--- src/rpg_pkg.sv ---
package rpg_pkg;
  // Output word layout
  localparam int unsigned WORD_W = 6;
  localparam int unsigned F_NEG  = 0;
  localparam int unsigned F_BPSK = 1;
  localparam int unsigned F_ZERO = 2;
  localparam int unsigned F_LAST = 3;
  localparam int unsigned F_KIND = 4;
  localparam logic [1:0] K_SHORT = 2'h0;
  localparam logic [1:0] K_LONG  = 2'h1;
  localparam logic [1:0] K_RNG   = 2'h2;
  // Short symbol carriers -7..7, bit 15 covers the unused -8 slot
  localparam logic [15:0] SHORT_ZERO = 16'hc081;
  localparam logic [15:0] SHORT_NEG  = 16'h0334;
  localparam logic [9:0]  SHORT_FFT_LG = 10'h004;
  // Ranging code generator
  localparam int unsigned PRBS_W    = 15;
  localparam int unsigned TAP_X7    = 6;
  localparam int unsigned TAP_X4    = 3;
  localparam logic [8:0]  CODE_UNIT = 9'h035;
  localparam logic [5:0]  GRP_SIZE  = 6'h10;
  localparam logic [1:0]  P_INIT    = 2'h0;
  localparam logic [1:0]  P_BWREQ   = 2'h2;
  localparam logic [2:0]  RNG_SYMS  = 3'h6;
  // Entry power, dB units
  localparam logic [9:0]  PWR_STEP  = 10'h003;
  localparam logic [3:0]  RETRY_MAX = 4'hf;
  localparam int unsigned LONG_MULT = 2;
  // Controller states
  typedef enum logic [2:0] {S_IDLE, S_WAIT, S_SHORT, S_LONG, S_SKIP, S_CODE} rpg_state_t;
  // Controller state record
  typedef struct packed {
    rpg_state_t         state;
    logic [1:0]         fsel;
    logic [4:0]         reps;
    logic [4:0]         rep;
    logic [8:0]         bin;
    logic [5:0]         code;
    logic [5:0]         cidx;
    logic [8:0]         bits;
    logic [2:0]         mult;
    logic [PRBS_W-1:0]  prbs;
    logic [PRBS_W-1:0]  cstart;
    logic               lng;
    logic               two;
    logic [2:0]         rsym;
    logic [7:0]         rnd;
    logic [3:0]         retries;
    logic signed [9:0]  pwr;
    logic [10:0]        cplen;
    logic               rej;
    logic               ext;
  } rpg_st_t;
endpackage : rpg_pkg

--- src/rpg_gen.sv ---
// Stream buffer between the symbol generator and the transmit chain
module rpg_fifo #(
  parameter int W = 6,
  parameter int D = 16
) (
  // Clock and reset
  input  wire logic         clock_i,
  input  wire logic         sys_rst_i,
  // Fill side
  input  wire logic         in_valid_i,
  output logic              in_ready_o,
  input  wire logic [W-1:0] in_data_i,
  // Drain side
  output logic              out_valid_o,
  input  wire logic         out_ready_i,
  output logic [W-1:0]      out_data_o
);
  localparam int AW = $clog2(D);
  typedef struct packed {
    logic [D-1:0][W-1:0] mem;
    logic [AW-1:0]       wp;
    logic [AW-1:0]       rp;
    logic [AW:0]         cnt;
  } rpg_fifo_st_t;
  rpg_fifo_st_t f_q, f_d;
  logic         push, pop;

  // Handshakes from the fill level; depth must be a power of two
  assign in_ready_o  = (f_q.cnt != (AW+1)'(D));
  assign out_valid_o = (f_q.cnt != '0);
  assign out_data_o  = f_q.mem[f_q.rp];
  assign push        = in_valid_i & in_ready_o;
  assign pop         = out_valid_o & out_ready_i;

  // Pointer and level update
  always_comb begin
    f_d = f_q;
    if (push) begin
      f_d.mem[f_q.wp] = in_data_i;
      f_d.wp          = f_q.wp + 1'b1;
    end
    if (pop) begin
      f_d.rp = f_q.rp + 1'b1;
    end
    f_d.cnt = f_q.cnt + (AW+1)'(push) - (AW+1)'(pop);
  end

  // State register
  always_ff @(posedge clock_i or posedge sys_rst_i) begin
    if (sys_rst_i) begin
      f_q <= '0;
    end else begin
      f_q <= f_d;
    end
  end
endmodule : rpg_fifo

// Function
// RL1: Short symbol: no prefix, 12 carriers of 16.
// RL2: Short carriers -7..7 follow fixed QPSK table.
// RL3: 64-point: short carriers every fourth bin.
// RL4: 256-point: short carriers every sixteenth bin.
// RL5: Last short repetition is sign inverted.
// RL6: Full preamble: shorts then one long.
// RL7: Long symbol prefix stretched to double length.
// RL8: Long symbol carriers BPSK, fixed pattern.
// RL9: Shortened preamble is long symbol only.
// RL10: Scheduler reserves entry slot; outside party.
// RL11: Entry request waits for slot, long preamble.
// RL12: Entry power from map, peak, sensitivity, margin.
// RL13: Each failed entry raises power one step; the code stops stepping once the retry count reaches RETRY_MAX (15).
// RL14: Codes from 15-stage PRBS, one bit/step.
// RL15: Code length is multiple of 53 bits.
// RL16: Codes 0-47 split in three groups.
// RL17: Code bits sent BPSK on ranging carriers.
// RL18: Code picked at random within purpose group.
// RL19: First-time ranging spans two symbols.
// RL20: Long ranging phase continuous across boundary.
// RL21: Short ranging: one symbol of six.
// RL22: Short ranging only for synced stations.
// RL23: Non-subchannelized ranging uses extended header burst.
// RL24: Generator seed is a configuration input.
module rpg_gen #(
  parameter logic [63:0] LONG_PAT = 64'h5a3c_96e1_0ff0_a55a,
  parameter int          FIFO_D   = 16
) (
  // Clock and reset
  input  wire logic              clock_i,
  input  wire logic              sys_rst_i,
  // Preamble control
  input  wire logic              pre_start_i,
  input  wire logic              pre_shortened_i,
  input  wire logic [1:0]        fft_sel_i,
  input  wire logic [4:0]        short_reps_i,
  input  wire logic [9:0]        data_sym_len_i,
  // Ranging control
  input  wire logic              rng_start_i,
  input  wire logic [1:0]        rng_purpose_i,
  input  wire logic              synced_i,
  input  wire logic              ofdma_i,
  input  wire logic [2:0]        rng_mult_i,
  input  wire logic [2:0]        rng_sym_i,
  input  wire logic [14:0]       prbs_seed_i,
  // Network entry
  input  wire logic              entry_req_i,
  input  wire logic              entry_slot_i,
  input  wire logic              entry_fail_i,
  input  wire logic              entry_ok_i,
  input  wire logic signed [7:0] map_burst_tx_power_i,
  input  wire logic signed [7:0] peak_downlink_level_i,
  input  wire logic signed [7:0] rx_sens_i,
  input  wire logic signed [7:0] margin_i,
  input  wire logic signed [7:0] max_tx_power_i,
  // Status
  output logic                   busy_o,
  output logic [5:0]             rng_code_o,
  output logic [2:0]             rng_sym_o,
  output logic                   long_ranging_o,
  output logic                   rng_reject_o,
  output logic                   ext_header_o,
  output logic signed [9:0]      entry_burst_tx_power_o,
  output logic [10:0]            long_cp_len_o,
  // Carrier stream
  output logic                   out_valid_o,
  input  wire logic              out_ready_i,
  output logic [5:0]             out_data_o
);
  rpg_pkg::rpg_st_t  st_q, st_d;
  logic [3:0]        lg, sh;
  logic [8:0]        nlast, clen;
  logic [9:0]        nfull, mask;
  logic signed [9:0] kk, idx, pwr_c;
  logic [3:0]        t;
  logic              onb, zr, ng, bp, lst, inv, wvalid, fifo_rdy, push;
  logic [4:0]        rlast;
  logic [5:0]        wdata;
  logic [14:0]       prbs_nx;

  // Transform size per selection: 16, 64 or 256 points
  function automatic logic [3:0] rpg_lg(input logic [1:0] s);
    case (s)
      2'h0:    rpg_lg = 4'h4;
      2'h1:    rpg_lg = 4'h6;
      default: rpg_lg = 4'h8;
    endcase
  endfunction : rpg_lg

  // Generator step for 1 + x^4 + x^7 + x^15
  function automatic logic [14:0] rpg_step(input logic [14:0] s);
    rpg_step = {s[13:0], s[14] ^ s[rpg_pkg::TAP_X7] ^ s[rpg_pkg::TAP_X4]}; // [RL14]
  endfunction : rpg_step

  // Bin geometry for the current symbol
  always_comb begin
    lg    = rpg_lg(st_q.fsel);
    sh    = lg - 4'(rpg_pkg::SHORT_FFT_LG);
    nfull = 10'h001 << lg;
    nlast = 9'(nfull - 10'h001);
    kk    = $signed({1'b0, st_q.bin}) - $signed(nfull >> 1);
    mask  = (10'h001 << sh) - 10'h001;
    idx   = kk >>> sh;
    onb   = ((kk & mask) == 10'h000); // [RL3] [RL4]
    t     = 4'(idx + 10'sh007);
    rlast = (st_q.reps == 5'h00) ? 5'h00 : st_q.reps - 5'h01;
    inv   = (st_q.rep == rlast);
    clen  = 9'(rpg_pkg::CODE_UNIT * ((st_q.mult == 3'h0) ? 3'h1 : st_q.mult)); // [RL15]
  end

  // Carrier word for the symbol being emitted
  always_comb begin
    zr     = 1'b0;
    ng     = 1'b0;
    bp     = 1'b1;
    lst    = 1'b0;
    wvalid = 1'b1;
    case (st_q.state)
      rpg_pkg::S_SHORT: begin
        bp = 1'b0;
        zr = ~onb | rpg_pkg::SHORT_ZERO[t]; // [RL1] [RL2]
        ng = rpg_pkg::SHORT_NEG[t] ^ inv;   // [RL5]
      end
      rpg_pkg::S_LONG: begin
        zr  = (kk == 10'sh000);
        ng  = LONG_PAT[st_q.bin[5:0]];    // [RL8]
        lst = (st_q.bin == nlast);
      end
      rpg_pkg::S_CODE: begin
        ng  = st_q.prbs[14];              // [RL17]
        lst = (st_q.bits == clen - 9'h001) & (~st_q.lng | st_q.two);
      end
      default: wvalid = 1'b0;
    endcase
    wdata = {(st_q.state == rpg_pkg::S_CODE) ? rpg_pkg::K_RNG :
             (st_q.state == rpg_pkg::S_LONG) ? rpg_pkg::K_LONG : rpg_pkg::K_SHORT,
             lst, zr, bp, ng};
  end

  assign push    = wvalid & fifo_rdy;
  assign prbs_nx = rpg_step(st_q.prbs);

  // Entry burst power, capped at the available maximum
  always_comb begin
    pwr_c = 10'(map_burst_tx_power_i) - 10'(peak_downlink_level_i) + 10'(rx_sens_i)
          + 10'(margin_i) + $signed(10'(st_q.retries) * rpg_pkg::PWR_STEP); // [RL12] [RL13]
    if (pwr_c > 10'(max_tx_power_i)) begin
      pwr_c = 10'(max_tx_power_i); // [RL12]
    end
  end

  // Sequencer
  always_comb begin
    st_d     = st_q;
    st_d.rej = 1'b0;
    st_d.rnd = {st_q.rnd[6:0], ~(st_q.rnd[7] ^ st_q.rnd[5] ^ st_q.rnd[4] ^ st_q.rnd[3])};
    if (entry_ok_i) begin
      st_d.retries = 4'h0;
    end else if (entry_fail_i && st_q.retries != rpg_pkg::RETRY_MAX) begin
      st_d.retries = st_q.retries + 4'h1; // [RL13]
    end
    case (st_q.state)
      rpg_pkg::S_IDLE: begin
        st_d.fsel  = fft_sel_i;
        st_d.reps  = short_reps_i;
        st_d.bin   = 9'h000;
        st_d.rep   = 5'h00;
        st_d.cplen = 11'({data_sym_len_i, 1'b0}) - 11'(nfull); // [RL7]
        if (entry_req_i) begin
          st_d.fsel  = st_q.fsel;
          st_d.reps  = st_q.reps;
          st_d.cplen = st_q.cplen;
          st_d.pwr   = pwr_c;         // [RL12]
          st_d.state = rpg_pkg::S_WAIT;
        end else if (rng_start_i) begin
          if (rng_purpose_i > rpg_pkg::P_BWREQ ||
              (rng_purpose_i != rpg_pkg::P_INIT &&
               (!synced_i || rng_sym_i >= rpg_pkg::RNG_SYMS))) begin
            st_d.rej   = 1'b1;        // [RL22] [RL21]
            st_d.fsel  = st_q.fsel;
            st_d.reps  = st_q.reps;
            st_d.cplen = st_q.cplen;
          end else if (!ofdma_i) begin
            st_d.ext   = 1'b1;        // [RL23]
            st_d.state = rpg_pkg::S_SHORT;
          end else begin
            st_d.code   = 6'(rng_purpose_i) * rpg_pkg::GRP_SIZE + 6'(st_q.rnd[3:0]); // [RL16] [RL18]
            st_d.prbs   = prbs_seed_i; // [RL24]
            st_d.cstart = prbs_seed_i;
            st_d.lng    = (rng_purpose_i == rpg_pkg::P_INIT); // [RL19]
            st_d.two    = 1'b0;
            st_d.rsym   = (rng_purpose_i == rpg_pkg::P_INIT) ? 3'h0 : rng_sym_i; // [RL21]
            st_d.mult   = rng_mult_i;
            st_d.bits   = 9'h000;
            st_d.cidx   = 6'h00;
            st_d.state  = (st_d.code == 6'h00) ? rpg_pkg::S_CODE : rpg_pkg::S_SKIP;
          end
        end else if (pre_start_i) begin
          st_d.ext   = 1'b0;
          st_d.state = pre_shortened_i ? rpg_pkg::S_LONG : rpg_pkg::S_SHORT; // [RL9]
        end
      end
      rpg_pkg::S_WAIT: begin
        if (entry_slot_i) begin
          st_d.state = rpg_pkg::S_SHORT; // [RL11]
        end
      end
      rpg_pkg::S_SHORT: begin
        if (push) begin
          st_d.bin = st_q.bin + 9'h001;
          if (st_q.bin == nlast) begin
            st_d.bin = 9'h000;
            st_d.rep = st_q.rep + 5'h01;
            if (inv) begin
              st_d.state = rpg_pkg::S_LONG; // [RL6]
            end
          end
        end
      end
      rpg_pkg::S_LONG: begin
        if (push) begin
          st_d.bin = st_q.bin + 9'h001;
          if (st_q.bin == nlast) begin
            st_d.ext   = 1'b0;
            st_d.state = rpg_pkg::S_IDLE; // [RL6]
          end
        end
      end
      rpg_pkg::S_SKIP: begin
        // Run past earlier codes so the chosen number is reached
        st_d.prbs = prbs_nx;
        st_d.bits = st_q.bits + 9'h001;
        if (st_q.bits == clen - 9'h001) begin
          st_d.bits = 9'h000;
          st_d.cidx = st_q.cidx + 6'h01;
          if (st_q.cidx + 6'h01 == st_q.code) begin
            st_d.cstart = prbs_nx;
            st_d.state  = rpg_pkg::S_CODE; // [RL16]
          end
        end
      end
      rpg_pkg::S_CODE: begin
        if (push) begin
          st_d.prbs = prbs_nx; // [RL14]
          st_d.bits = st_q.bits + 9'h001;
          if (st_q.bits == clen - 9'h001) begin
            st_d.bits = 9'h000;
            if (st_q.lng && !st_q.two) begin
              st_d.two  = 1'b1;        // [RL19]
              st_d.prbs = st_q.cstart; // [RL20]
            end else begin
              st_d.state = rpg_pkg::S_IDLE;
            end
          end
        end
      end
      default: st_d.state = rpg_pkg::S_IDLE;
    endcase
  end

  // State register
  always_ff @(posedge clock_i or posedge sys_rst_i) begin
    if (sys_rst_i) begin
      st_q <= '0;
    end else begin
      st_q <= st_d;
    end
  end

  // Output buffer; a stalled drain holds the sequencer
  rpg_fifo #(
    .W (rpg_pkg::WORD_W),
    .D (FIFO_D)
  ) u_fifo (
    .clock_i     (clock_i),
    .sys_rst_i   (sys_rst_i),
    .in_valid_i  (wvalid),
    .in_ready_o  (fifo_rdy),
    .in_data_i   (wdata),
    .out_valid_o (out_valid_o),
    .out_ready_i (out_ready_i),
    .out_data_o  (out_data_o)
  );

  // Status outputs
  assign busy_o                 = (st_q.state != rpg_pkg::S_IDLE);
  assign rng_code_o             = st_q.code;
  assign rng_sym_o              = st_q.rsym;
  assign long_ranging_o         = st_q.lng;
  assign rng_reject_o           = st_q.rej;
  assign ext_header_o           = st_q.ext;
  assign entry_burst_tx_power_o = st_q.pwr;
  assign long_cp_len_o          = st_q.cplen;

  // Checks
  property p_short16;
    @(posedge clock_i) disable iff (sys_rst_i)
    (push && st_q.state == rpg_pkg::S_SHORT && st_q.fsel == 2'h0 && !inv)
      |-> (wdata[rpg_pkg::F_ZERO] == rpg_pkg::SHORT_ZERO[st_q.bin[3:0] - 4'h1]);
  endproperty
  a_short16: assert property (p_short16) else $error("short carrier zero map wrong"); // [RL2]

  property p_sparse;
    @(posedge clock_i) disable iff (sys_rst_i)
    (push && st_q.state == rpg_pkg::S_SHORT && st_q.fsel != 2'h0 && st_q.bin[1:0] != 2'h0)
      |-> wdata[rpg_pkg::F_ZERO];
  endproperty
  a_sparse: assert property (p_sparse) else $error("short carrier off grid"); // [RL3]

  property p_invert;
    @(posedge clock_i) disable iff (sys_rst_i)
    (push && st_q.state == rpg_pkg::S_SHORT && inv && !wdata[rpg_pkg::F_ZERO])
      |-> (wdata[rpg_pkg::F_NEG] != rpg_pkg::SHORT_NEG[t]);
  endproperty
  a_invert: assert property (p_invert) else $error("last short not inverted"); // [RL5]

  property p_one_long;
    @(posedge clock_i) disable iff (sys_rst_i)
    (push && st_q.state == rpg_pkg::S_SHORT && inv && st_q.bin == nlast)
      |=> (st_q.state == rpg_pkg::S_LONG && st_q.bin == 9'h000);
  endproperty
  a_one_long: assert property (p_one_long) else $error("long symbol not after shorts"); // [RL6]

  property p_shortened;
    @(posedge clock_i) disable iff (sys_rst_i)
    (st_q.state == rpg_pkg::S_IDLE && pre_start_i && pre_shortened_i && !entry_req_i
     && !rng_start_i) |=> (st_q.state == rpg_pkg::S_LONG);
  endproperty
  a_shortened: assert property (p_shortened) else $error("shortened preamble wrong"); // [RL9]

  property p_pwr_cap;
    @(posedge clock_i) disable iff (sys_rst_i)
    (st_q.state == rpg_pkg::S_IDLE && entry_req_i)
      |=> (entry_burst_tx_power_o <= 10'($past(max_tx_power_i)));
  endproperty
  a_pwr_cap: assert property (p_pwr_cap) else $error("entry power above cap"); // [RL12]

  property p_retry;
    @(posedge clock_i) disable iff (sys_rst_i)
    (entry_fail_i && !entry_ok_i && st_q.retries != rpg_pkg::RETRY_MAX)
      |=> (st_q.retries == $past(st_q.retries) + 4'h1);
  endproperty
  a_retry: assert property (p_retry) else $error("retry step missing"); // [RL13]

  property p_prbs;
    @(posedge clock_i) disable iff (sys_rst_i)
    (st_q.state == rpg_pkg::S_SKIP && st_q.bits != clen - 9'h001)
      |=> (st_q.prbs[0] == ($past(st_q.prbs[14]) ^ $past(st_q.prbs[6]) ^ $past(st_q.prbs[3])));
  endproperty
  a_prbs: assert property (p_prbs) else $error("generator step wrong"); // [RL14]

  property p_group;
    @(posedge clock_i) disable iff (sys_rst_i)
    (st_q.state == rpg_pkg::S_IDLE && rng_start_i && ofdma_i && !entry_req_i ##1
     st_q.state != rpg_pkg::S_IDLE) |-> (st_q.code[5:4] == $past(rng_purpose_i));
  endproperty
  a_group: assert property (p_group) else $error("code outside purpose group"); // [RL16]

  property p_unsynced;
    @(posedge clock_i) disable iff (sys_rst_i)
    (st_q.state == rpg_pkg::S_IDLE && rng_start_i && !entry_req_i && !synced_i
     && rng_purpose_i != rpg_pkg::P_INIT) |=> (rng_reject_o && st_q.state == rpg_pkg::S_IDLE);
  endproperty
  a_unsynced: assert property (p_unsynced) else $error("unsynced short ranging taken"); // [RL22]
endmodule : rpg_gen

--- config.mk ---
export PLATFORM = sky130hd
export DESIGN_NAME = rpg_gen
export DESIGN_NICKNAME = d
export VERILOG_FILES = /design/src/rpg_pkg.sv /design/src/rpg_gen.sv
export SDC_FILE = /design/constraint.sdc
export NUM_CORES = 1
export LEC_CHECK = 0
export ABC_AREA = 1
export BUFFER_PORTS_ARGS = -buffer_cell sky130_fd_sc_hd__buf_2
export CAP_MARGIN = 20
export CORE_MARGIN = 2
export CORE_UTILIZATION = 50
export DETAILED_ROUTE_END_ITERATION = 10
export GPL_TIMING_DRIVEN = 0
export PLACE_DENSITY = 0.76
export SKIP_LAST_GASP = 1
export SYNTH_ARGS = -nofsm -noshare
export SYNTH_HDL_FRONTEND = slang
export SYNTH_SLANG_ARGS = --single-unit
--- constraint.sdc ---
create_clock -name clock_i -period 7.4 [get_ports clock_i]
set_input_delay 0.37 -clock clock_i [delete_from_list [all_inputs] [get_ports clock_i]]
set_output_delay 0.37 -clock clock_i [all_outputs]
set_load 0.05 [all_outputs]
After elaboration in Yosys (flattened, before gate mapping)
Memories as Yosys holds them, arrays and structs flattened.
Index checks and enable logic that the tools add are counted.

cells by class
  add/sub/neg operators = 22
  shift operators = 3
  muxes and demuxes = 79
  bitwise operators = 17
  $mul = 2
  equality and inequality tests = 34
  reduce and logical (&&, ||, !) cells = 38
  magnitude comparators = 8

operators with widths
  operator                                                               count
  53-bit 2-to-1 mux                                                      4
  96-bit bitwise mux                                                     1
  15-bit 2-to-1 mux                                                      6
  9-bit case mux with 3 select lines                                     2
  3-bit 2-to-1 mux                                                       17
  15-bit case mux with 3 select lines                                    1
  15-bit case mux with 2 select lines                                    1
  14-bit 2-to-1 mux                                                      2
  9-bit 2-to-1 mux                                                       3
  6-bit binary-select mux with 4-bit select                              1
  6-bit demux with 4-bit select                                          1
  12-bit 2-to-1 mux                                                      2
  2-bit inequality test (second input constant)                          11
  10-bit logical NOT                                                     2
  10-bit 2-to-1 mux                                                      2
  1-bit by 4-bit left shift with 10-bit output (first input constant)    2
  9-bit by 1-bit adder with 9-bit output (second input constant)         2
  9-bit equality test                                                    2
  1-bit 2-to-1 mux                                                       18
  3-bit case mux with 6 select lines                                     1
  9-bit by 1-bit subtractor with 9-bit output (second input constant)    2
  4-bit by 5-bit < comparator with 1-bit output (second input constant)  3
  7-bit 2-to-1 mux                                                       2
  7-bit AND reduction                                                    2
  other kinds (65)                                                       113

storage, ports and cells
  bits of input ports = 92
  memories kept = 3
  ROM bits = 96
  word-level logic and storage cells = 245
  output and inout bits = 41
  bits in registers = 227

memories
  name             depth  width  read ports  clocked after memory_dff  wr ports  line            RTL
  (no name shown)  64     1      1           0                         0         rpg_gen.sv:184  ng = LONG_PAT[st_q.bin[5:0]];
  (no name shown)  16     1      1           0                         0         rpg_gen.sv:180  ng = rpg_pkg::SHORT_NEG[t] ^ inv;
  (no name shown)  16     1      1           0                         0         rpg_gen.sv:179  zr = ~onb | rpg_pkg::SHORT_ZERO[t];

Logic depth before layout (Yosys ltp)
Gate-level depths: netlist of run 1.

  depth after elaboration = 11
  mapped depth = 27
  depth with buffers taken out = 26

Cells and area by module
From an unflattened synthesis of run 1, not the netlist that was laid out.

second synthesis, totals
  cell total of the unflattened synthesis = 1991
  area total of the unflattened synthesis = 15030.7 sq um

by module, submodules not included
  module    cells each  seq. area each (sq um)  times used  area an instance (sq um)
  rpg_gen   1275        2952.8                  1           9456.6
  rpg_fifo  716         2727.6                  1           5574.1

Least setup slack after synthesis of run 1
No wires, ideal clock.

  kind = input to register
  from = in peak_downlink_level_i[1]
  to = reg st_q, in the netlist entry_burst_tx_power_o[8]
  library setup time = 0.119 ns
  required time = 7.281 ns
  data arrival time = 4.797 ns
  buffers on the path = 1
  stages = 26
  slack = 2.484 ns
  path through = inv_1 > fa_1 > fa_1 > inv_1 > fa_1 > inv_1 > ha_1 > fa_1 > a21oi_1 > o21bai_1 > nand2_1 > a21oi_1 > nor2_1 > xor2_1 > inv_1 > ha_1 > nand2_1 > nor2_1 > o211ai_1 > o2111ai_1 > xnor2_1 > nand2_1 > clkbuf_1 > nand2_1 > nand3_1 > o21a_1

on the way
  word-level cells in the longest chain between the ends = 6

ends and longest elaborated chain
  item                                            line            RTL
  start: declaration                              rpg_gen.sv:110  input wire logic signed [7:0] peak_downlink_level_i,
  8-bit by 8-bit subtractor with 9-bit output *   rpg_gen.sv:203  pwr_c = 10'(map_burst_tx_power_i) - 10'(peak_downlink_level_i) + 10'(rx_sens_i)
  9-bit by 8-bit adder with 10-bit output *       rpg_gen.sv:203
  10-bit by 8-bit adder with 10-bit output *      rpg_gen.sv:204  + 10'(margin_i) + $signed(10'(st_q.retries) * rpg_pkg::PWR_STEP);
  10-bit by 7-bit adder with 10-bit output *      rpg_gen.sv:204
  10-bit by 8-bit > comparator with 1-bit output  rpg_gen.sv:205  if (pwr_c > 10'(max_tx_power_i)) begin
  10-bit 2-to-1 mux *                             rpg_gen.sv:205
  end signal: assignment                          rpg_gen.sv:324  st_q <= st_d;
  end: declaration                                rpg_gen.sv:128  rpg_pkg::rpg_st_t st_q, st_d;

Mark *: on every way between the ends. The rest lies on a longest branch, timed or not.
A chain may end at the register's enable or synchronous reset.

Worst setup path in the final report of run 1
  from = reg st_q[23] in the netlist's numbering
  to = reg st_q, in the netlist entry_burst_tx_power_o[9]

on the way
  word-level cells in the longest chain between the ends = 4

ends and longest elaborated chain
  item                                            line
  4-bit by 2-bit multiplier with 6-bit output *   rpg_gen.sv:204
  10-bit by 7-bit adder with 10-bit output *      rpg_gen.sv:204
  10-bit by 8-bit > comparator with 1-bit output  rpg_gen.sv:205
  10-bit 2-to-1 mux *                             rpg_gen.sv:205

Marks and branches as above.

==> summary.md, run 1 <==
| Metric | Value |
|---|---|
| Status | `finished clean` |
| Final hold slack | `45.2 ps` |
| Mean number of vias per cell | `5.41` |
| Ys Warns | `0` |
| GRT Total Usage | `25.1%` |
| Yosys reg bits | `227` |
| Gpl congestion | `0.905` |
| Die width | `176 µm` |
| Clock latency at the later pin of the worst-skew pair | `540 ps` |
| Fin crit period | `5000 ps` |
| Commonest non-fill, non-tap cell in the layout | `nand2_1` |
| Final setup violation count | `0` |
| Worst Path Max Fanout | `10` |
| Crit. path cell count | `24` |
| # clock sinks | `227` |
| Main combinational cell family by area after synthesis | `simple AND/OR/NAND/NOR gates` |
| # DRC | `0` |
| Adder-Cell Fraction of Synth Area | `9.46%` |
| Ys flop type | `dfrtp_1` |
| VDD IR-drop max | `0.000576 V` |
| H-tree levels | `1` |
| Root Driver | `clkbuf_16` |
| Worst path slowest cell | `xnor2_1` |
| Reg2reg setup slack | `2400 ps` |
| Grt ovf | `0` |
| Crit path largest cell delay | `500 ps` |
| Synth Area in Simple Gates | `23.6%` |
| Crit. Startpoint | `st_q[23]` |
| Initial DRC count | `1,313` |
| Router iterations before antenna repair | `6` |
| R2r startpoint | `st_q[23]` |
| Power density cells | `471 nW/µm²` |
| Worst reg-to-reg path cell count | `24` |
| Syn Area/Cell | `7.87 µm²` |
| Worst Path Required | `7820 ps` |
| Via count | `13,200` |
| Post-CTS setup buffers | `0` |
| Vias in the first global route | `13,000` |
| Nets | `2,225` |
| Post-Synth XOR/XNOR Area | `3.84%` |
| Max Cap Viol | `0` |
| Post-synth EDFFs | `0` |
| Setup crit end | `entry_burst_tx_power_o[9]` |
| Critical Path Start Type | `flop` |
| Worst Path Buf+Inv | `4` |
| RSZ-0062 raised after global routing | `no` |
| Reg2reg end | `entry_burst_tx_power_o[9]` |
| Area occupied by multi-input gates | `7610 µm²` |
| Post-synthesis compound-gate area fraction | `13.2%` |
| WL/cell | `15.8 µm` |
| Fin. Hold Viols | `0` |
| Largest net degree at the start of global routing | `128` |
| Inserted Clock Buffers | `26` |
| Core area | `28,900 µm²` |
| Hold Crit Class | `primary input to flop` |
| Slew Limit Headroom | `26.5%` |
| Library cells used by synthesis | `59` |
| Die Footprint | `30,900 µm²` |
| Clock skew | `11.7 ps` |
| Post-Syn Instances | `1,874` |
| Antenna Cells | `0` |
| CTS Buffer Depth | `3` |
| Reg clk slew, reported paths | `60 ps` |
| Top-area cell type share of the netlist area | `38.5%` |
| Share of layout cells above drive strength 1 | `15.6%` |
| Chip height | `176 µm` |
| Row cnt | `62` |
| Layout area overhead | `13.7%` |
| Yosys top cell by area | `dfrtp_1` |
| Mux share of post-synthesis cell area | `1.48%` |
| Synthesized cell area | `14,800 µm²` |
| Crit Path Category | `flop to flop` |
| Initial core utilization | `51.1%` |
| Initial antenna violation count | `3` |
| Storage element area | `5680 µm²` |
| Slew Limit Fails | `0` |
| Setup crit end kind | `flop` |
| CP top delay family | `adder cells` |
| Most frequent cells in the layout | `nand2_1, dfrtp_1, inv_1, o21ai_0, buf_2` |
| Top cells by area, synth | `dfrtp_1, nand2_1, ha_1` |
| First-pass GRT wire length | `63.5 mm` |
| Tcrit/Tclk final | `67.6%` |
| Most used cell, CP | `nand2_1` |
| Sequential share of the synthesized area | `38.5%` |
| HPWL after detailed placement | `27.8 mm` |
| Fmax | `200 MHz` |
| CTS tree | `done` |
| ANT nets after route | `0` |
| I/O Buffers | `132` |
| Final Util | `58.1%` |
| CP Cell Sequence | `ha_1, fa_1, inv_1, fa_1, inv_1, fa_1, a21oi_1, o21bai_1, nand2_1, a21oi_1, nor2_1, xor2_1, inv_1, ha_1, nand2_1, nor2_1, o211ai_1, o2111ai_1, xnor2_1, nand2_1, clkbuf_1, nand2_1, nand3_1, o21a_1` |
| Slew at the pin closest to its max-slew limit | `1100 ps` |
| Data arrival time of the critical path | `5420 ps` |
| IO Pins | `133` |
| Final WL | `38.5 mm` |
| LEAKAGE | `0.00834 µW` |
| Async S/R FF share, synth | `100%` |
| Number of fill cells | `2,640` |
[logic make-up (layout without fill, tap and decap cells)]
group,after synthesis,after routing
DFF,227,227
xor gates and xnor gates,63,63
and+or+nand+nor,801,801
adders and majority gates,96,96
AOI/OAI and AO/OA,327,327
other,1,2
buffers and inverters,339,518
muxes,20,20
[per-stage QoR]
stage / cells / setup slack [ps] / TNS (ps) / total power (µW) / instance area (µm²)
2_1_floorplan: 1875 / 810 / 0 / 5470 / 14800
3_3_place_gp: 2391 / -1750 / -392450 / 6430 / 15900
3_5_place_dp: 2392 / 1870 / 0 / 6580 / 15900
4_1_cts: 2438 / 2410 / 0 / 7880 / 16800
5_1_grt: 2438 / 1940 / 0 / 8510 / 16800
6_report: 2438 / 2400 / 0 / 7900 / 16800
[where the power goes]
| part | switching [µW] | internal [µW] | total (µW) | leakage, µW |
|---|---|---|---|---|
| Sequential | 327 | 1660 | 1990 | 0.00287 |
| Combinational | 3110 | 1540 | 4650 | 0.00507 |
| Clock | 518 | 751 | 1270 | 0.000406 |
| Total | 3950 | 3950 | 7900 | 0.00834 |
[synth_stat cells, types with 15 or more instances]
| master | count |
|---|---|
| clkbuf_1 | 35 |
| dfrtp_1 | 227 |
| o21ai_2 | 15 |
| nand3_1 | 67 |
| inv_2 | 24 |
| inv_1 | 220 |
| nor3b_1 | 19 |
| o21ai_0 | 156 |
| a21oi_1 | 69 |
| nand2_1 | 487 |
| fa_1 | 26 |
| buf_4 | 36 |
| nand4_1 | 31 |
| mux2_2 | 15 |
| xnor2_1 | 18 |
| xor2_1 | 43 |
| nor2_1 | 132 |
| nor4_1 | 16 |
| ha_1 | 70 |
[what timing repair did]
item / in CTS / in global routing
hold endpoints to repair: 11 / 0
resized for setup: 0 / 0
hold buffers: 1 / 0
[area by class of cell]
cell class,count,share of cell area [%]
inverter,247,5.59
clock buffer,41,4.64
timing repair buffer,134,4.16
buffer,92,3.19
clock inverter,4,0.291
multi-input combinational,1309,45.4
tap,384,2.86
sequential,227,33.9
[metal layers]
metal	wire length, µm	global-route usage (%)
met1	16400	32.8
met4	839	7.92
met3	2600	4.00
met2	18600	42.7
met5	41	0
[worst min-delay path, cell delays in order]
cell and delay (ps):
buf_2 80, nand2_1 40, o21ai_0 60
[state kept, by name, summed over array words and instances (netlist names)]
register and count:
ext_header_o 1, entry_burst_tx_power_o 10, prbs_nx 14, st_d 7, long_ranging_o 1, long_cp_len_o 11
rng_code_o 6, rng_reject_o 1, u_fifo.f_q 109, st_q 64, rng_sym_o 3
[worst min path at each step]
stage | cells past startpoint | slack, ps | startpoint | endpoint
2_1_floorplan | 0 | 330 | st_d[34] | st_q[34]
3_3_place_gp | 0 | 340 | st_d[34] | st_q[34]
3_5_place_dp | 0 | 350 | st_d[34] | st_q[34]
4_1_cts | 3 | 40 | short_reps_i[1] | st_q[109]
5_1_grt | 3 | 50 | short_reps_i[1] | st_q[109]
6_report | 3 | 50 | fft_sel_i[1] | st_q[114]
(Power assumes the default switching activity.)
==> run 2: changes to the inputs <==
--- a/config.mk
+++ b/config.mk
@@ -12,7 +12,7 @@
 export CORE_UTILIZATION = 50
 export DETAILED_ROUTE_END_ITERATION = 10
 export GPL_TIMING_DRIVEN = 0
-export PLACE_DENSITY = 0.76
+export PLACE_DENSITY = 0.79
 export SKIP_LAST_GASP = 1
 export SYNTH_ARGS = -nofsm -noshare
 export SYNTH_HDL_FRONTEND = slang
==> constraint.sdc (replaced) <==
create_clock -name clock_i -period 4.55 [get_ports clock_i]
set_input_delay 0.2275 -clock clock_i [delete_from_list [all_inputs] [get_ports clock_i]]
set_output_delay 0.2275 -clock clock_i [all_outputs]
set_load 0.05 [all_outputs]
==> run 2 against run 1 <==
  * The flow now finishes with violations (setup timing)
  * Register-to-register slack got worse by 2400 ps
  * First-iteration DRC count decreased by 8.5%
  * Die area unchanged
  * Clock power increased by 68%
  * Combinational power increased by 70%
  * Clock-buffer cell count decreased by 5
  * Total power increased by 68%
  * Cell count increased by 1.5%
  * Routed wire length increased by 2.7%
  * Worst setup slack got worse by 2400 ps
==> summary.md, run 2 (synthesis gave the netlist of run 1 again) <==
| Metric | Value |
|---|---|
| IO Pins | `133 (unchanged)` |
| Row cnt | `62 (unchanged)` |
| I/O Buffers | `132 (unchanged)` |
| ANT nets after route | `0 (unchanged)` |
| HPWL after detailed placement | `28.3 mm (+1.6%)` |
| Reg clk slew, reported paths | `60 ps (about the same)` |
| LEAKAGE | `0.00853 µW (+2.2%)` |
| Fmax | `220 MHz (+9.9%)` |
| H-tree levels | `1 (unchanged)` |
| Die width | `176 µm (unchanged)` |
| Tot Pwr | `13,300 µW (+68%)` |
| R2r startpoint | `st_q[24]` |
| Most frequent cells in the layout | `nand2_1, dfrtp_1, inv_1, o21ai_0, buf_2` |
| Mean number of vias per cell | `5.44 (+0.52%)` |
| Worst Path Required | `5030 ps (-2790 ps)` |
| Max Cap Viol | `0 (unchanged)` |
| GRT Total Usage | `25.5% (+0.43 points)` |
| # DRC | `0 (unchanged)` |
| Core area | `28,900 µm² (unchanged)` |
| CP top delay family | `adder cells` |
| Worst reg-to-reg path cell count | `21 (-13%)` |
| RSZ-0062 raised after global routing | `yes` |
| Combinational fraction of design power | `59.7% (+0.9 points)` |
| Hold Crit Class | `primary input to flop` |
| VDD IR-drop max | `0.000935 V (+62%)` |
| Share of total power in sequential cells | `24.3% (-0.8 points)` |
| Sink of the worst hold path | `entry_burst_tx_power_o[4]` |
| Slew Limit Fails | `0 (unchanged)` |
| Router iterations before antenna repair | `6 (unchanged)` |
| Inserted Clock Buffers | `26 (unchanged)` |
| Pre-CTS setup slack | `-551 ps (-2420 ps)` |
| Data arrival time of the critical path | `5030 ps (-390 ps)` |
| Violated checks | `setup timing` |
| Worst path slowest cell | `fa_2` |
| Root Driver | `clkbuf_16` |
| Initial DRC count | `1,201 (-8.5%)` |
| Net Sw Frac | `49.7% (-0.26 points)` |
| Crit. Startpoint | `st_q[24]` |
| Grt ovf | `0 (unchanged)` |
| Die Footprint | `30,900 µm² (unchanged)` |
| CP Cell Sequence | `buf_4, fa_2, inv_1, fa_1, inv_2, fa_2, a21oi_2, o21bai_2, nand4_1, o211ai_1, xnor2_1, ha_1, nand2_2, nor2_1, o211ai_1, o2111ai_2, xnor2_2, buf_4, nand3_1, nand3_1, o21a_1` |
| Clock power share | `16.0% (about the same)` |
| Max reg flops | `109 (unchanged)` |
| Share of layout cells above drive strength 1 | `17.2% (+1.6 points)` |
| Slew at the pin closest to its max-slew limit | `982 ps (-117 ps)` |
| Layout area overhead | `16.9%` |
| Fin. Hold Viols | `0 (unchanged)` |
| Fin crit period | `4550 ps (-450 ps)` |
| Reg2reg setup slack | `-2 ps (-2400 ps)` |
| Worst Path Buf+Inv | `4 (unchanged)` |
| Power density cells | `770 nW/µm² (+63%)` |
| Largest net degree at the start of global routing | `43 (-66%)` |
| CTS Buffer Depth | `3 (unchanged)` |
| Initial core utilization | `51.1% (unchanged)` |
| Reg2reg end | `entry_burst_tx_power_o[8]` |
| Post-placement cell area | `16,100 µm² (+0.76%)` |
| Vias in the first global route | `13,400 (+2.6%)` |
| WL/cell | `16.0 µm (+1.2%)` |
| Slew Limit Headroom | `34.3% (+7.8 points)` |
| Final WL | `39.6 mm (+2.7%)` |
| Worst setup slack after layout | `-1.81 ps (-2400 ps)` |
| Critical Path Start Type | `flop` |
| Tcrit/Tclk final | `100% (+32 points)` |
| Clock latency at the later pin of the worst-skew pair | `540 ps (about the same)` |
| Initial antenna violation count | `4 (+1)` |
| CTS tree | `done` |
| Fin area | `17,200 µm² (+2.8%)` |
| Final setup violation count | `1 (+1)` |
| Chip height | `176 µm (unchanged)` |
| Register with the most flip-flops | `u_fifo.f_q` |
| Int Power | `6680 µW (+69%)` |
| # clock sinks | `227 (unchanged)` |
| Via count | `13,500 (+2.0%)` |
| Status | `finished with violations` |
| Worst hold start | `max_tx_power_i[4]` |
| Clock skew | `15.4 ps (+3.64 ps)` |
| Commonest non-fill, non-tap cell in the layout | `nand2_1` |
| Setup crit end kind | `flop` |
| Nets | `2,258 (+1.5%)` |
| Sw Pwr | `6600 µW (+67%)` |
| First-pass GRT wire length | `64.6 mm (+1.7%)` |
| Hold depth | `3 (unchanged)` |
| Crit path largest cell delay | `560 ps (+60 ps)` |
| Gpl congestion | `0.936 (+3.5%)` |
| Worst Path Max Fanout | `7 (-3)` |
| TNS Setup | `-1.81 ps (-1.81 ps)` |
| Crit Path Category | `flop to flop` |
## run 2: power by group through the flow
stage,registers (µW),logic [µW],clock network [µW]
3_5_place_dp,3230,7570,0
3_3_place_gp,3220,7290,0
2_1_floorplan,3110,5890,0
5_1_grt,3300,8750,2240
6_report,3230,7920,2130
4_1_cts,3220,7690,2150
## run 2: worst reg2reg max path, delay by kind of cell, from the launching register on
family	cells	cell delay (ps)
AOI/OAI and AO/OA	6	820
xor gates and xnor gates	2	490
adders and majority gates	4	1770
buffers and inverters	4	440
DFF	1	440
and+or+nand+nor	5	570
## run 2: per-layer routing
metal	share of wire (%)	up-vias	global-route usage, %
met4	3.5	6	9.23
met5	0.11	-	0
met3	7.7	125	4.98
li1	-	6464	-
met2	48	551	43.2
met1	41	6316	32.5
## run 2: worst max-delay path by stage
stage	endpoint	slack [ps]	depth (start not counted)
global placement	entry_burst_tx_power_o[8]	-410	26
detailed placement	entry_burst_tx_power_o[8]	-550	26
CTS	entry_burst_tx_power_o[8]	5	22
floorplan	entry_burst_tx_power_o[8]	-30	25
finish	entry_burst_tx_power_o[8]	-2	21
global route	entry_burst_tx_power_o[8]	-210	21
## run 2: metrics by stage
step                util (%)  cells  hold WS, ps
finish                  59.8   2475        0.566
detailed placement      55.6   2397          206
CTS                     59.4   2468        0.479
global route            59.7   2474         17.3
floorplan                  -   1875          331
global placement        55.2   2391          335
## run 2: repair_timing
action,CTS,global route
hold buffers,19,0
pin swaps,3,13
resized for setup,1,16
setup buffers,4,6
endpoints found under the setup margin,10,10
endpoints found under the hold margin,99,0
## run 2: cell type report
class | count | area [µm²]
Sequential cell | 227 | 5680
Tap cell | 384 | 480
Clock buffer | 36 | 739
Timing Repair Buffer | 167 | 1050
Buffer | 92 | 547
Clock inverter | 12 | 121
Multi-Input combinational cell | 1309 | 7690
Antenna cell | 1 | 2.50
Fill cell | 2547 | 11600
Inverter | 247 | 933
==> run 3: changes to the inputs <==
--- a/config.mk
+++ b/config.mk
@@ -10,8 +10,10 @@
 export CAP_MARGIN = 20
 export CORE_MARGIN = 2
 export CORE_UTILIZATION = 50
+export CTS_BUF_LIST = sky130_fd_sc_hd__clkbuf_8
 export DETAILED_ROUTE_END_ITERATION = 10
 export GPL_TIMING_DRIVEN = 0
+export MAX_ROUTING_LAYER = met4
 export PLACE_DENSITY = 0.79
 export SKIP_LAST_GASP = 1
 export SYNTH_ARGS = -nofsm -noshare
==> run 3 against run 2 <==
  * The flow now finishes without violations
  * Global-route usage increased by 1.5 points
  * Total power up 0.55%
  * Non-clock buffer count is 20 higher
  * Core utilization rose by 0.65 points
  * Fmax is 1.7% higher
  * Critical path type unchanged
  * Critical endpoint is now entry_burst_tx_power_o[2]
  * Largest cell class unchanged
  * Largest power group unchanged
  * Highest routed layer is now met4
==> summary.md, run 3 (synthesis gave the netlist of run 1 again) <==
| Metric | Value |
|---|---|
| Status | `finished clean` |
| Hold depth | `3 (unchanged)` |
| Die width | `176 µm (unchanged)` |
| Gpl congestion | `0.947 (+1.1%)` |
| R2r startpoint | `st_q[24]` |
| Final setup violation count | `0 (-1)` |
| Most used cell, CP | `buf_4` |
| Setup crit end kind | `flop` |
| Chip height | `176 µm (unchanged)` |
| Data arrival time of the critical path | `4900 ps (-130 ps)` |
| WL/cell | `16.0 µm (+0.15%)` |
| Clock skew | `33.5 ps (+18.2 ps)` |
| Reg2reg end | `entry_burst_tx_power_o[2]` |
| Core area | `28,900 µm² (unchanged)` |
| Register with the most flip-flops | `u_fifo.f_q` |
| Initial antenna violation count | `3 (-1)` |
| Mean number of vias per cell | `5.44 (about the same)` |
| Fin. Hold Viols | `0 (unchanged)` |
| Initial core utilization | `51.1% (unchanged)` |
| Tot Pwr | `13,400 µW (+0.55%)` |
| Max reg flops | `109 (unchanged)` |
| # DRC | `0 (unchanged)` |
| HPWL after detailed placement | `28.6 mm (+1.1%)` |
| Die Footprint | `30,900 µm² (unchanged)` |
| Hold Crit Class | `primary input to flop` |
| ANT nets after route | `0 (unchanged)` |
| LEAKAGE | `0.00869 µW (+2.0%)` |
| Crit path largest cell delay | `550 ps (about the same)` |
| Vias in the first global route | `13,500 (+1.1%)` |
| Max Cap Viol | `0 (unchanged)` |
| Most frequent cells in the layout | `nand2_1, inv_1, dfrtp_1, o21ai_0, buf_2` |
| Worst Path Max Fanout | `4 (-3)` |
| Grt ovf | `0 (unchanged)` |
| Root Driver | `clkbuf_8` |
| Inserted Clock Buffers | `42 (+62%)` |
| Layout area overhead | `18.1%` |
| Worst reg-to-reg path cell count | `21 (unchanged)` |
| Reg clk slew, reported paths | `60 ps (about the same)` |
| Nets | `2,294 (+1.6%)` |
| Final WL | `40.4 mm (+2.2%)` |
| # clock sinks | `227 (unchanged)` |
| RSZ-0062 raised after global routing | `yes` |
| Slew at the pin closest to its max-slew limit | `992 ps (+10.3 ps)` |
| Dpl cells | `2,397 (unchanged)` |
| Sink of the worst hold path | `entry_burst_tx_power_o[2]` |
| Initial DRC count | `1,448 (+21%)` |
| Largest net degree at the start of global routing | `41 (-4.7%)` |
| IO Pins | `133 (unchanged)` |
| CTS tree | `done` |
| H-tree levels | `2 (+1)` |
| Fin crit period | `4470 ps (-77.1 ps)` |
| Post-Layout Cell Count | `2,526 (+2.1%)` |
| Share of layout cells above drive strength 1 | `18.3% (+1.1 points)` |
| Critical Path Start Type | `flop` |
| Crit Path Category | `flop to flop` |
| Row cnt | `62 (unchanged)` |
| First-pass GRT wire length | `66.1 mm (+2.4%)` |
| Worst Path Required | `4980 ps (-50 ps)` |
| Commonest non-fill, non-tap cell in the layout | `nand2_1` |
| Router iterations before antenna repair | `6 (unchanged)` |
| CP Cell Sequence | `buf_4, fa_2, inv_1, fa_1, inv_2, fa_2, a21oi_2, o21bai_2, nand4_1, o211ai_1, xnor2_1, ha_2, nand2_2, nor2_1, o211ai_1, o2111ai_2, xnor2_2, buf_4, buf_4, a21oi_1, o21ai_0` |
| Tcrit/Tclk final | `98.3% (-1.7 points)` |
| Slew Limit Fails | `0 (unchanged)` |
| Power density cells | `766 nW/µm² (-0.53%)` |
| GRT Total Usage | `27.0% (+1.5 points)` |
| Slew Limit Headroom | `33.6% (-0.69 points)` |
| Reg2reg setup slack | `80 ps (+80 ps)` |
| Worst path slowest cell | `fa_2` |
| Via count | `13,800 (+2.2%)` |
| I/O Buffers | `132 (unchanged)` |
| Fmax | `223 MHz (+1.7%)` |
| VDD IR-drop max | `0.000811 V (-13%)` |
| CTS Buffer Depth | `3 (unchanged)` |
| Clock latency at the later pin of the worst-skew pair | `570 ps (+30 ps)` |
| Worst hold start | `max_tx_power_i[2]` |
## run 3: cell types whose count changed in the layout (fill, tap and decap cells not counted), moves of 2 or more
cell           before  now
clkbuf_1           40   34
clkbuf_16          27    0
clkinv_2            7    3
clkbuf_8            3   53
a21oi_1            67   64
diode_2             1    3
inv_1             218  236
buf_4              46   56
bufinv_16           2    0
dlygate4sd3_1      19   29
a21oi_2            10   13
## run 3: worst max-delay path by stage
stage / start / end / cells past startpoint
detailed placement: map_burst_tx_power_i[1] / entry_burst_tx_power_o[9] / 24
CTS: st_q[23] / entry_burst_tx_power_o[9] / 22
global route: st_q[24] / entry_burst_tx_power_o[7] / 22
finish: st_q[24] / entry_burst_tx_power_o[2] / 21
floorplan: map_burst_tx_power_i[1] / entry_burst_tx_power_o[8] / 25
global placement: map_burst_tx_power_i[1] / entry_burst_tx_power_o[8] / 26
## run 3: metrics by stage
| stage | cell area [µm²] | utilization (%) | setup TNS, ps | setup slack, ps | hold WS [ps] |
|---|---|---|---|---|---|
| after floorplan | 14800 | - | -201 | -31.5 | 331 |
| after global placement | 15900 | 55.2 | -13960 | -427 | 335 |
| after detailed placement | 16100 | 55.7 | -5320 | -578 | 338 |
| after CTS | 17200 | 59.7 | 0 | 25.4 | 4.85 |
| after global routing | 17400 | 60.4 | -887 | -124 | 3.58 |
| final | 17400 | 60.4 | 0 | 75.3 | 14.1 |
## run 3: worst max-delay path, delay by kind of cell, from the launching register on
family / cells / cell delay [ps]
compound gates: 7 / 910
xor+xnor: 2 / 440
simple gates: 3 / 220
flops: 1 / 450
fa+ha+maj: 4 / 1760
buf+inv: 5 / 580
## run 3: power breakdown
group | total, µW | switching (µW) | internal [µW]
Sequential | 3240 | 538 | 2700
Combinational | 8160 | 5270 | 2890
Clock | 1960 | 907 | 1050
Total | 13400 | 6720 | 6640
## run 3: routing by layer
| layer | wire length (µm) | global-route usage (%) |
|---|---|---|
| met2 | 19500 | 44.5 |
| met3 | 3060 | 4.87 |
| met5 | 0 | - |
| met4 | 1070 | 9.26 |
| met1 | 16800 | 33.6 |
## run 3: final cells by class
type	count	area [µm²]
fillers	2507	11400
multi-input cells	1309	7710
flip-flops and latches	227	5680
repair buffers	187	1230
inverters	247	933
clock buffers	53	729
plain buffers	92	547
well taps	384	480
clock inverters	24	106
diodes	3	7.51
## run 3: repair_timing
item | 4_1_cts | 5_1_grt
setup buffers | 3 | 17
pin swaps | 1 | 15
resized for setup | 4 | 18
hold buffers | 29 | 0
hold endpoints to repair | 54 | 0
endpoints found under the setup margin | 10 | 10
